<file path="config.mk">
export PLATFORM = sky130hd
export DESIGN_NAME = runaway_monitor_device_flat
export DESIGN_NICKNAME = d
export VERILOG_FILES = /design/src/include/runaway_monitor_pkg.sv /design/src/include/runaway_monitor_if.sv /design/src/verilog/runaway_monitor_device.sv /design/src/flat_wrapper.sv
export VERILOG_INCLUDE_DIRS = /design/src /design/src/include
export SDC_FILE = /design/constraint.sdc
export NUM_CORES = 1
export LEC_CHECK = 0
export BUFFER_PORTS_ARGS = -buffer_cell sky130_fd_sc_hd__buf_2
export CAP_MARGIN = 10
export CORE_MARGIN = 2
export CORE_UTILIZATION = 52
export DETAILED_ROUTE_END_ITERATION = 8
export GPL_ROUTABILITY_DRIVEN = 1
export HOLD_SLACK_MARGIN = 0.1
export PLACE_DENSITY = 0.78
export SYNTH_ARGS = -nofsm -noshare
export SYNTH_HDL_FRONTEND = slang
export SYNTH_SLANG_ARGS = --single-unit
</file>
<file path="constraint.sdc">
create_clock -name i_ref_clk -period 2.3 [get_ports i_ref_clk]
set_input_delay 0.23 -clock i_ref_clk [delete_from_list [all_inputs] [get_ports i_ref_clk]]
set_output_delay 0.23 -clock i_ref_clk [all_outputs]
set_load 0.02 [all_outputs]
</file>
<file path="src/include/runaway_monitor_params.svh">
`ifndef RUNAWAY_MONITOR_PARAMS_SVH
`define RUNAWAY_MONITOR_PARAMS_SVH

// Device register map seen over the link.
`define RM_CTL_ADDR          16'h5040
`define RM_ST_ADDR           16'h5041

// Control register fields and reset value.
`define RM_KEY_LSB           0
`define RM_KEY_MSB           3
`define RM_RESTART_BIT       4
`define RM_KEY_STOP          4'hA
`define RM_CTL_RESET         8'h0A

// Status and mode register fields and reset value.
`define RM_FLAG_BIT          0
`define RM_MODE_BIT          1
`define RM_ST_RESET          8'h00

// Tick divider (low-speed oscillator periods per regulated tick) and last count before overflow.
`define RM_DIV_LAST          7'h7F
`define RM_COUNT_LAST        10'h3FF

// Controller register map on the software port.
`define HC_EVT_ADDR          8'h00
`define HC_MASK_ADDR         8'h04
`define HC_FWD_WR_ADDR       8'h08
`define HC_FWD_RD_ADDR       8'h0C
`define HC_READBACK_ADDR     8'h10
`define HC_EVT_NMI_BIT       0
`define HC_EVT_RST_BIT       1
`define HC_SEL_BIT           8
`define HC_EVT_RESET         2'h0
`define HC_MASK_RESET        2'h0

`endif

</file>
<file path="src/include/runaway_monitor_pkg.sv">
package runaway_monitor_pkg;

    // Register address and data on the link.
    typedef logic [15:0] reg_addr_t;
    typedef logic [7:0]  reg_byte_t;

    // Action taken when the counter overflows.
    typedef enum logic {
        ACT_NMI   = 1'b0,
        ACT_RESET = 1'b1
    } overflow_action_e;

endpackage

</file>
<file path="src/include/runaway_monitor_if.sv">
`timescale 1ns/100ps

interface runaway_monitor_if;
    // Register access from the CPU end, answered one cycle later.
    runaway_monitor_pkg::reg_addr_t addr;
    runaway_monitor_pkg::reg_byte_t wdata;
    logic                           wr;
    logic                           rd;
    runaway_monitor_pkg::reg_byte_t rdata;
    // Overflow requests toward the CPU, one-cycle pulses.
    logic                           nmi_req;
    logic                           rst_req;

    modport dev (
        input  addr,
        input  wdata,
        input  wr,
        input  rd,
        output rdata,
        output nmi_req,
        output rst_req
    );

    modport cpu (
        output addr,
        output wdata,
        output wr,
        output rd,
        input  rdata,
        input  nmi_req,
        input  rst_req
    );
endinterface

</file>
<file path="src/verilog/runaway_monitor_device.sv">
// Chosen here: the address-and-strobe port.
`timescale 1ns/100ps
`include "runaway_monitor_params.svh"

module runaway_monitor_device (
    // Clock, reset and enable.
    input  wire logic          i_ref_clk,
    input  wire logic          i_reset_n,
    input  wire logic          i_clk_en,
    // Clock generator and power-mode inputs.
    input  wire logic          i_low_speed_osc,
    input  wire logic          i_sleep_mode,
    input  wire logic          i_rtc_run_start,
    // Register access and requests toward the CPU.
    runaway_monitor_if.dev     link
);

    logic       osc_meta_q;
    logic       osc_sync_q;
    logic       osc_prev_q;
    logic [6:0] div_q;
    logic [9:0] count_q;
    logic [3:0] run_stop_key_q;
    logic       overflow_action_select_q;
    logic       overflow_nmi_flag_q;
    logic       nmi_q;
    logic       rst_q;
    logic [7:0] rdata_q;
    logic       osc_rise;
    logic       tick;
    logic       wr_ctl;
    logic       wr_st;
    logic       restart;
    logic       running;
    logic       overflow;

    // Two-flop synchroniser for the oscillator pin, plus a third flop for edges.
    always_ff @(posedge i_ref_clk or negedge i_reset_n) begin
        if (!i_reset_n) begin
            osc_meta_q <= 1'b0;
            osc_sync_q <= 1'b0;
            osc_prev_q <= 1'b0;
        end else if (i_clk_en) begin
            osc_meta_q <= i_low_speed_osc;
            osc_sync_q <= osc_meta_q;
            osc_prev_q <= osc_sync_q;
        end
    end

    // Decode of register writes and the derived control terms.
    assign osc_rise = osc_sync_q & ~osc_prev_q;
    assign wr_ctl   = link.wr && (link.addr == `RM_CTL_ADDR);
    assign wr_st    = link.wr && (link.addr == `RM_ST_ADDR);
    assign restart  = wr_ctl && link.wdata[`RM_RESTART_BIT];
    assign running  = (run_stop_key_q != `RM_KEY_STOP);
    // The tick is withheld in sleep; halt does not gate it.
    assign tick     = osc_rise && (div_q == `RM_DIV_LAST)
                      && !i_sleep_mode && !i_rtc_run_start;
    // A restart in the same cycle wins over the overflow.
    assign overflow = running && tick && (count_q == `RM_COUNT_LAST) && !restart;

    // Divider of oscillator periods; an RTC start begins a fresh tick period.
    always_ff @(posedge i_ref_clk or negedge i_reset_n) begin
        if (!i_reset_n) begin
            div_q <= 7'h00;
        end else if (i_clk_en) begin
            if (i_rtc_run_start) begin
                div_q <= 7'h00;
            end else if (osc_rise) begin
                div_q <= div_q + 7'h01;
            end
        end
    end

    // Run/stop key and mode select, written by software.
    always_ff @(posedge i_ref_clk or negedge i_reset_n) begin
        if (!i_reset_n) begin
            run_stop_key_q           <= `RM_KEY_STOP;
            overflow_action_select_q <= 1'b0;
        end else if (i_clk_en) begin
            if (wr_ctl) begin
                run_stop_key_q <= link.wdata[`RM_KEY_MSB:`RM_KEY_LSB];
            end
            if (wr_st) begin
                overflow_action_select_q <= link.wdata[`RM_MODE_BIT];
            end
        end
    end

    // Ten-bit up counter; wraps to zero on overflow and keeps running.
    always_ff @(posedge i_ref_clk or negedge i_reset_n) begin
        if (!i_reset_n) begin
            count_q <= 10'h000;
        end else if (i_clk_en) begin
            if (restart) begin
                count_q <= 10'h000;
            end else if (running && tick) begin
                count_q <= count_q + 10'h001;
            end
        end
    end

    // Overflow flag: set in either mode, cleared by restart; a restart in the same cycle wins.
    always_ff @(posedge i_ref_clk or negedge i_reset_n) begin
        if (!i_reset_n) begin
            overflow_nmi_flag_q <= 1'b0;
        end else if (i_clk_en) begin
            if (overflow) begin
                overflow_nmi_flag_q <= 1'b1;
            end else if (restart) begin
                overflow_nmi_flag_q <= 1'b0;
            end
        end
    end

    // One-cycle request pulses toward the CPU, steered by the mode bit.
    always_ff @(posedge i_ref_clk or negedge i_reset_n) begin
        if (!i_reset_n) begin
            nmi_q <= 1'b0;
            rst_q <= 1'b0;
        end else if (i_clk_en) begin
            nmi_q <= overflow && (overflow_action_select_q == runaway_monitor_pkg::ACT_NMI);
            rst_q <= overflow && (overflow_action_select_q == runaway_monitor_pkg::ACT_RESET);
        end
    end

    // Read data stand one cycle after the strobe; reserved bits read zero.
    always_ff @(posedge i_ref_clk or negedge i_reset_n) begin
        if (!i_reset_n) begin
            rdata_q <= 8'h00;
        end else if (i_clk_en) begin
            rdata_q <= 8'h00;
            if (link.rd && (link.addr == `RM_CTL_ADDR)) begin
                rdata_q <= {4'h0, run_stop_key_q};
            end else if (link.rd && (link.addr == `RM_ST_ADDR)) begin
                rdata_q <= {6'h00, overflow_action_select_q, overflow_nmi_flag_q};
            end
        end
    end

    // Link outputs come straight from flops.
    assign link.rdata   = rdata_q;
    assign link.nmi_req = nmi_q;
    assign link.rst_req = rst_q;

endmodule

</file>
<file path="src/flat_wrapper.sv">
// flat-port wrapper written by rule: the top's interface ports become plain ports
module runaway_monitor_device_flat 
  (i_ref_clk, i_reset_n, i_clk_en, i_low_speed_osc, i_sleep_mode, i_rtc_run_start, link_addr, link_wdata, link_wr, link_rd, link_rdata, link_nmi_req, link_rst_req);
  runaway_monitor_if link_i ();
  input  wire logic i_ref_clk;
  input  wire logic i_reset_n;
  input  wire logic i_clk_en;
  input  wire logic i_low_speed_osc;
  input  wire logic i_sleep_mode;
  input  wire logic i_rtc_run_start;
  input wire logic [$bits(link_i.addr)-1:0] link_addr;
  input wire logic [$bits(link_i.wdata)-1:0] link_wdata;
  input wire logic [$bits(link_i.wr)-1:0] link_wr;
  input wire logic [$bits(link_i.rd)-1:0] link_rd;
  output wire logic [$bits(link_i.rdata)-1:0] link_rdata;
  output wire logic [$bits(link_i.nmi_req)-1:0] link_nmi_req;
  output wire logic [$bits(link_i.rst_req)-1:0] link_rst_req;
  assign link_i.addr = link_addr;
  assign link_i.wdata = link_wdata;
  assign link_i.wr = link_wr;
  assign link_i.rd = link_rd;
  assign link_rdata = link_i.rdata;
  assign link_nmi_req = link_i.nmi_req;
  assign link_rst_req = link_i.rst_req;
  runaway_monitor_device u_core (.i_ref_clk(i_ref_clk), .i_reset_n(i_reset_n), .i_clk_en(i_clk_en), .i_low_speed_osc(i_low_speed_osc), .i_sleep_mode(i_sleep_mode), .i_rtc_run_start(i_rtc_run_start), .link(link_i));
endmodule
</file>
### After elaboration in Yosys (flattened, before gate mapping)

Index checks and enable logic that the tools add are counted.
W data, S select, Z words.

| word-level totals | value |
|---|---|
| bits of input ports | 32 |
| output and inout port bits | 10 |
| logic and storage cells | 53 |
| flip-flop bits (word level) | 36 |

| cells by class | value |
|---|---|
| reductions and logical operators | 24 |
| $add $sub $neg | 2 |
| eq/ne operators | 5 |
| multiplexer cells | 8 |
| bitwise logic cells | 3 |

Operators with widths:

| cell | number |
|---|---|
| $eq A16 B15 Y1 const B | 2 |
| $mux W10 | 2 |
| $mux W7 | 2 |
| $logic_and A1 B1 Y1 | 13 |
| $add A10 B1 Y10 const B | 1 |
| $eq A10 B10 Y1 const B | 1 |
| $reduce_and A2 Y1 | 5 |
| $mux W8 | 1 |
| $add A7 B1 Y7 const B | 1 |
| $eq A7 B7 Y1 const B | 1 |
| $reduce_bool A2 Y1 | 3 |
| $ne A4 B4 Y1 const B | 1 |
| $logic_not A1 Y1 | 3 |
| $mux W1 | 2 |
| $mux W2 | 1 |
| $not A1 Y1 | 2 |
| $and A1 B1 Y1 | 1 |

### Depth between registers and ports, before layout

| logic depth | value |
|---|---|
| depth in word-level cells | 10 |
| gate-level depth with buffers | 7 |
| mapped depth without buffers | 6 |

### Least setup slack after synthesis

No wires, ideal clock.

| timing path | value |
|---|---|
| path kind | reg-to-reg |
| start point | register u_core.div_q[0] |
| end point | register u_core.count_q[7] |
| period minus slack after synthesis | 1.824 ns |
| arrival | 1.703 ns |
| required time | 2.179 ns |
| path buffers | 1 |
| library setup time | 0.121 ns |
| setup slack | 0.476 ns |
| cell stages (with the launch flop) | 8 |
| cells stage by stage | dfrtp_1 -> ha_1 -> nand4_1 -> or2_4 -> or2_1 -> buf_6 -> a22o_1 -> a22o_1 |

| on the way | value |
|---|---|
| longest elaborated chain between the ends | 7 |

RTL lines:

| item | RTL line | text |
|---|---|---|
| from (decl) | runaway_monitor_device.sv:21 | `logic [6:0] div_q;` |
| from (signal assigned) | runaway_monitor_device.sv:70 | `div_q <= div_q + 7'h01;` |
| $eq A7 B7 Y1 (no source line) | -- |  |
| $logic_and A1 B1 Y1 (3 in series) | runaway_monitor_device.sv:57 | `` assign tick = osc_rise && (div_q == `RM_DIV_LAST) `` |
| $logic_and A1 B1 Y1 | runaway_monitor_device.sv:97 | `end else if (running && tick) begin` |
| $reduce_bool A2 Y1 (no source line) | -- |  |
| $reduce_and A2 Y1 (no source line) | -- |  |
| to (signal assigned) | runaway_monitor_device.sv:98 | `count_q <= count_q + 10'h001;` |
| to (decl) | runaway_monitor_device.sv:22 | `logic [9:0] count_q;` |

No other way between the ends.
A chain may end at the register's enable or synchronous reset.

### Final worst setup path

Ends and elaborated chain as after synthesis.

==> flow_summary_export.csv <==
group,metric,value,unit
run_status,status,"complete, no violations",
sta,tightest_slew,696,ps
sta,rsz0062_at_grt,"no",
detailed_routing,drt_iter0_drc,66,
clock_tree,numCtsBuffers,5,
synth,ys_types,45,
synth,synth-seq-cells,32,
floorplanning,dieArea,3700,sq um
power_and_ir_drop,p_comb_share,10.6,%
global_route,grt_pass1_wl,5590,um
critical_path,critPathCapture,"u_core.count_q[7]",
detailed_routing,viasPerCell,5.49,
global_route,antenna_found_initial,0,
synth,synth_area,1680,sq um
global_route,overflow,0,
placed_design,gp_congestion,0.782,
detailed_routing,wirelength,3370,um
flow_run,maxCapViolCount,0,
final_layout,nets,234,
placed_design,port_buffers,34,
power_and_ir_drop,p_sw_share,26.8,%
critical_path,rrSetupSlack,290,ps
synth,netlist_instances,163,
sta,min_period_over_period,87.2,%
floorplanning,core_area,3050,sq um
synth,yosysSeqAreaShare,47.8,%
detailed_routing,drc,0,
clock_tree,post_cts_resize_count,0,
sta,slew_headroom,53.6,%
sta,max_freq,499,MHz
critical_path,worstReg2RegEnd,"u_core.count_q[7]",
detailed_routing,num_vias,1344,
hold_path,hp-class,"primary input to register",
clock_tree,cts_htree_levels,2,
critical_path,reg2reg_from,"u_core.div_q[0]",
final_layout,area.growth.synth_to_final,14.8,%
clock_tree,path_clk_slew,120,ps
global_route,grt_pass1_vias,1316,
placed_design,place_area,1860,sq um
critical_path,required,2540,ps
placed_design,dp_slack,303,ps
synth,synth.area.top_cells,"dfrtp_1, mux2_2, a22o_1, o21ai_0, nand2_1",
clock_tree,clock_latency,330,ps
placed_design,hpwlAfterDp,2520,um
power_and_ir_drop,power_per_cell_area,536,nW/um^2
sta,period_needed,2010,ps
sta,tns,0,ps
critical_path,path_max_fanout,7,
clock_tree,tritoncts,"built",
detailed_routing,first_pass_iters,4,
sta,finalSetupViolCount,0,
critical_path,critical_path_arrival,2240,ps
power_and_ir_drop,power_frac_clock,30.6,%
final_layout,drive_gt1_share,28.9,%
global_route,grt_usage,20.2,%
clock_tree,cts_setup_buffers,0,
sta,finalHoldViolations,0,
floorplanning,io_pins,42,
power_and_ir_drop,ir_drop,529,uV
global_route,grt_max_degree,33,
power_and_ir_drop,p_leak,0.914,nW
power_and_ir_drop,p_sw,0.000277,W
final_layout,num-fill-cells,259,
final_layout,post-route-util,63.2,%
sta,slew_violations,0,
floorplanning,die_w,60.8,um
final_layout,antenna_cells,0,
clock_tree,cts_root_buf,"clkbuf_4",
critical_path,critPathKind,"register to register",
floorplanning,std_cell_rows,20,
synth,synth_top_cell_area_share,44.7,%
floorplanning,start_util,55.0,%
clock_tree,clockBufferDepth,2,
critical_path,startpoint,"u_core.div_q[0]",
synth,synth_area_leader_cell,"dfrtp_1",
power_and_ir_drop,power_frac_seq,58.9,%
sta,layout_setup_ws,294,ps
critical_path,crit_path_end_kind,"register",
final_layout,seqCellArea,803,sq um
floorplanning,die_height,60.8,um
final_layout,multi_input_area,810,sq um
sta,skew,23.2,ps
clock_tree,cts.sinks,32,
power_and_ir_drop,intPower,0.000757,W
detailed_routing,ant_nets,0,
synth,syn_avg_cell_area,10.3,sq um
critical_path,cp-start-kind,"register",
synth,yosysWarnings,0,
final_layout,design_area,1930,sq um
critical_path,ff2ff_path_depth,6,
detailed_routing,post_drt_wl_per_cell,13.8,um
-- placed cells by master, fill, tap and decap left out, drive strengths merged, types with 2 or more instances in the layout --
master	count
nand3	6
nor2b	2
o21ai	13
nand4	6
a31oi	2
nor4	3
o2bb2ai	4
inv	5
and4bb	2
mux2	8
conb	4
mux2i	2
nor3	2
nor4bb	2
and4	2
nand2	16
ha	2
a22o	8
nor2	15
clkbuf	6
a21oi	2
and3	3
xor2	3
dfstp	2
a32o	2
and3b	2
dfrtp	30
buf	35
or2	2
-- state kept, by name, indices dropped and copies added (netlist names) --
register                         cells
u_core.overflow_action_select_q      1
u_core.div_q                         7
u_core.osc_prev_q                    1
u_core.osc_meta_q                    1
u_core.overflow_nmi_flag_q           1
u_core.osc_sync_q                    1
u_core.run_stop_key_q                4
u_core.link.nmi_req                  1
u_core.link.rst_req                  1
u_core.link.rdata                    4
u_core.count_q                      10
-- power by group through the flow --
stage	Clock, W	Combinational [W]	Sequential, W
6_report	0.000316	0.000109	0.000609
3_5_place_dp	0	0.000109	0.000620
5_1_grt	0.000341	0.000126	0.000614
3_3_place_gp	0	0.000103	0.000618
2_1_floorplan	0	0.0000680	0.000615
4_1_cts	0.000324	0.000110	0.000609
-- area by class of cell --
type	count	share of cell area [%]
Multi-Input combinational cell	120	42.0
Sequential cell	32	41.7
Timing Repair Buffer	36	9.73
Tap cell	44	2.86
Clock buffer	6	2.14
Inverter	5	0.973
Clock inverter	2	0.649
-- critical path, cell delays in order, from the launching register on --
cell     delay, ps
dfrtp_1        390
ha_1           250
nand4_1        160
or2_4          270
or2_1          350
a22o_1         280
a22o_1         220
-- cells by family (layout without fill, tap and decap cells) --
group                      count (synthesis)  in the layout  share of synthesized area [%]
AOI/OAI and AO/OA                         31             31                           12.7
adders and majority gates                  2              2                           1.49
buffers and inverters                     14             49                           4.62
DFF                                       32             32                           47.8
xor gates and xnor gates                   4              4                           2.09
and+or+nand+nor                           69             69                           24.4
muxes                                     10             10                           6.56
other                                      1              4                          0.223
-- Yosys cell counts (all sizes together) --
cell	count
a21oi	2
a22o	8
a31oi	2
a32o	2
and2	1
and3	3
and3b	2
and4	2
and4bb	2
buf	7
clkbuf	2
conb	1
dfrtp	30
dfstp	2
ha	2
inv	5
mux2	8
mux2i	2
nand2	16
nand2b	1
nand3	6
nand3b	1
nand4	6
nor2	15
nor2b	2
nor3	2
nor3b	1
nor4	3
nor4b	1
nor4bb	2
o21ai	13
o2bb2ai	4
or2	2
or3	1
xnor2	1
xor2	3
-- per-stage QoR --
stage | hold WS [ps] | power (W) | std cells
2_1_floorplan | -65.6 | 0.000683 | 166
3_3_place_gp | 303 | 0.000721 | 236
3_5_place_dp | 322 | 0.000729 | 236
4_1_cts | 129 | 0.00104 | 245
5_1_grt | 129 | 0.00108 | 245
6_report | 135 | 0.00103 | 245
-- how the worst min path moves through the flow --
stage	start	to	slack [ps]	cells after the start
floorplan	i_reset_n	u_core.count_q[0]	-70	0
global placement	i_reset_n	u_core.count_q[6]	300	1
detailed placement	i_reset_n	u_core.count_q[6]	320	1
CTS	link_wdata[2]	u_core.run_stop_key_q[2]	130	2
global route	link_wdata[2]	u_core.run_stop_key_q[2]	130	2
finish	link_wdata[2]	u_core.run_stop_key_q[2]	140	2
-- layer usage --
layer  GRT usage, %  up-vias  share of wire (%)  wire (um)
li1               -      659                  -          -
met1           26.6      659                 46       1550
met2           33.3       24                 50       1700
met3           5.33        2                3.1        103
met4           4.97        0               0.47         16
met5              0        -                  0          0
-- repair_timing --
| action | CTS | global route |
|---|---|---|
| setup endpoints to repair | 0 | 0 |
| hold buffers | 1 | 0 |
| endpoints found under the hold margin | 30 | 0 |
(Power assumes the default switching activity.)
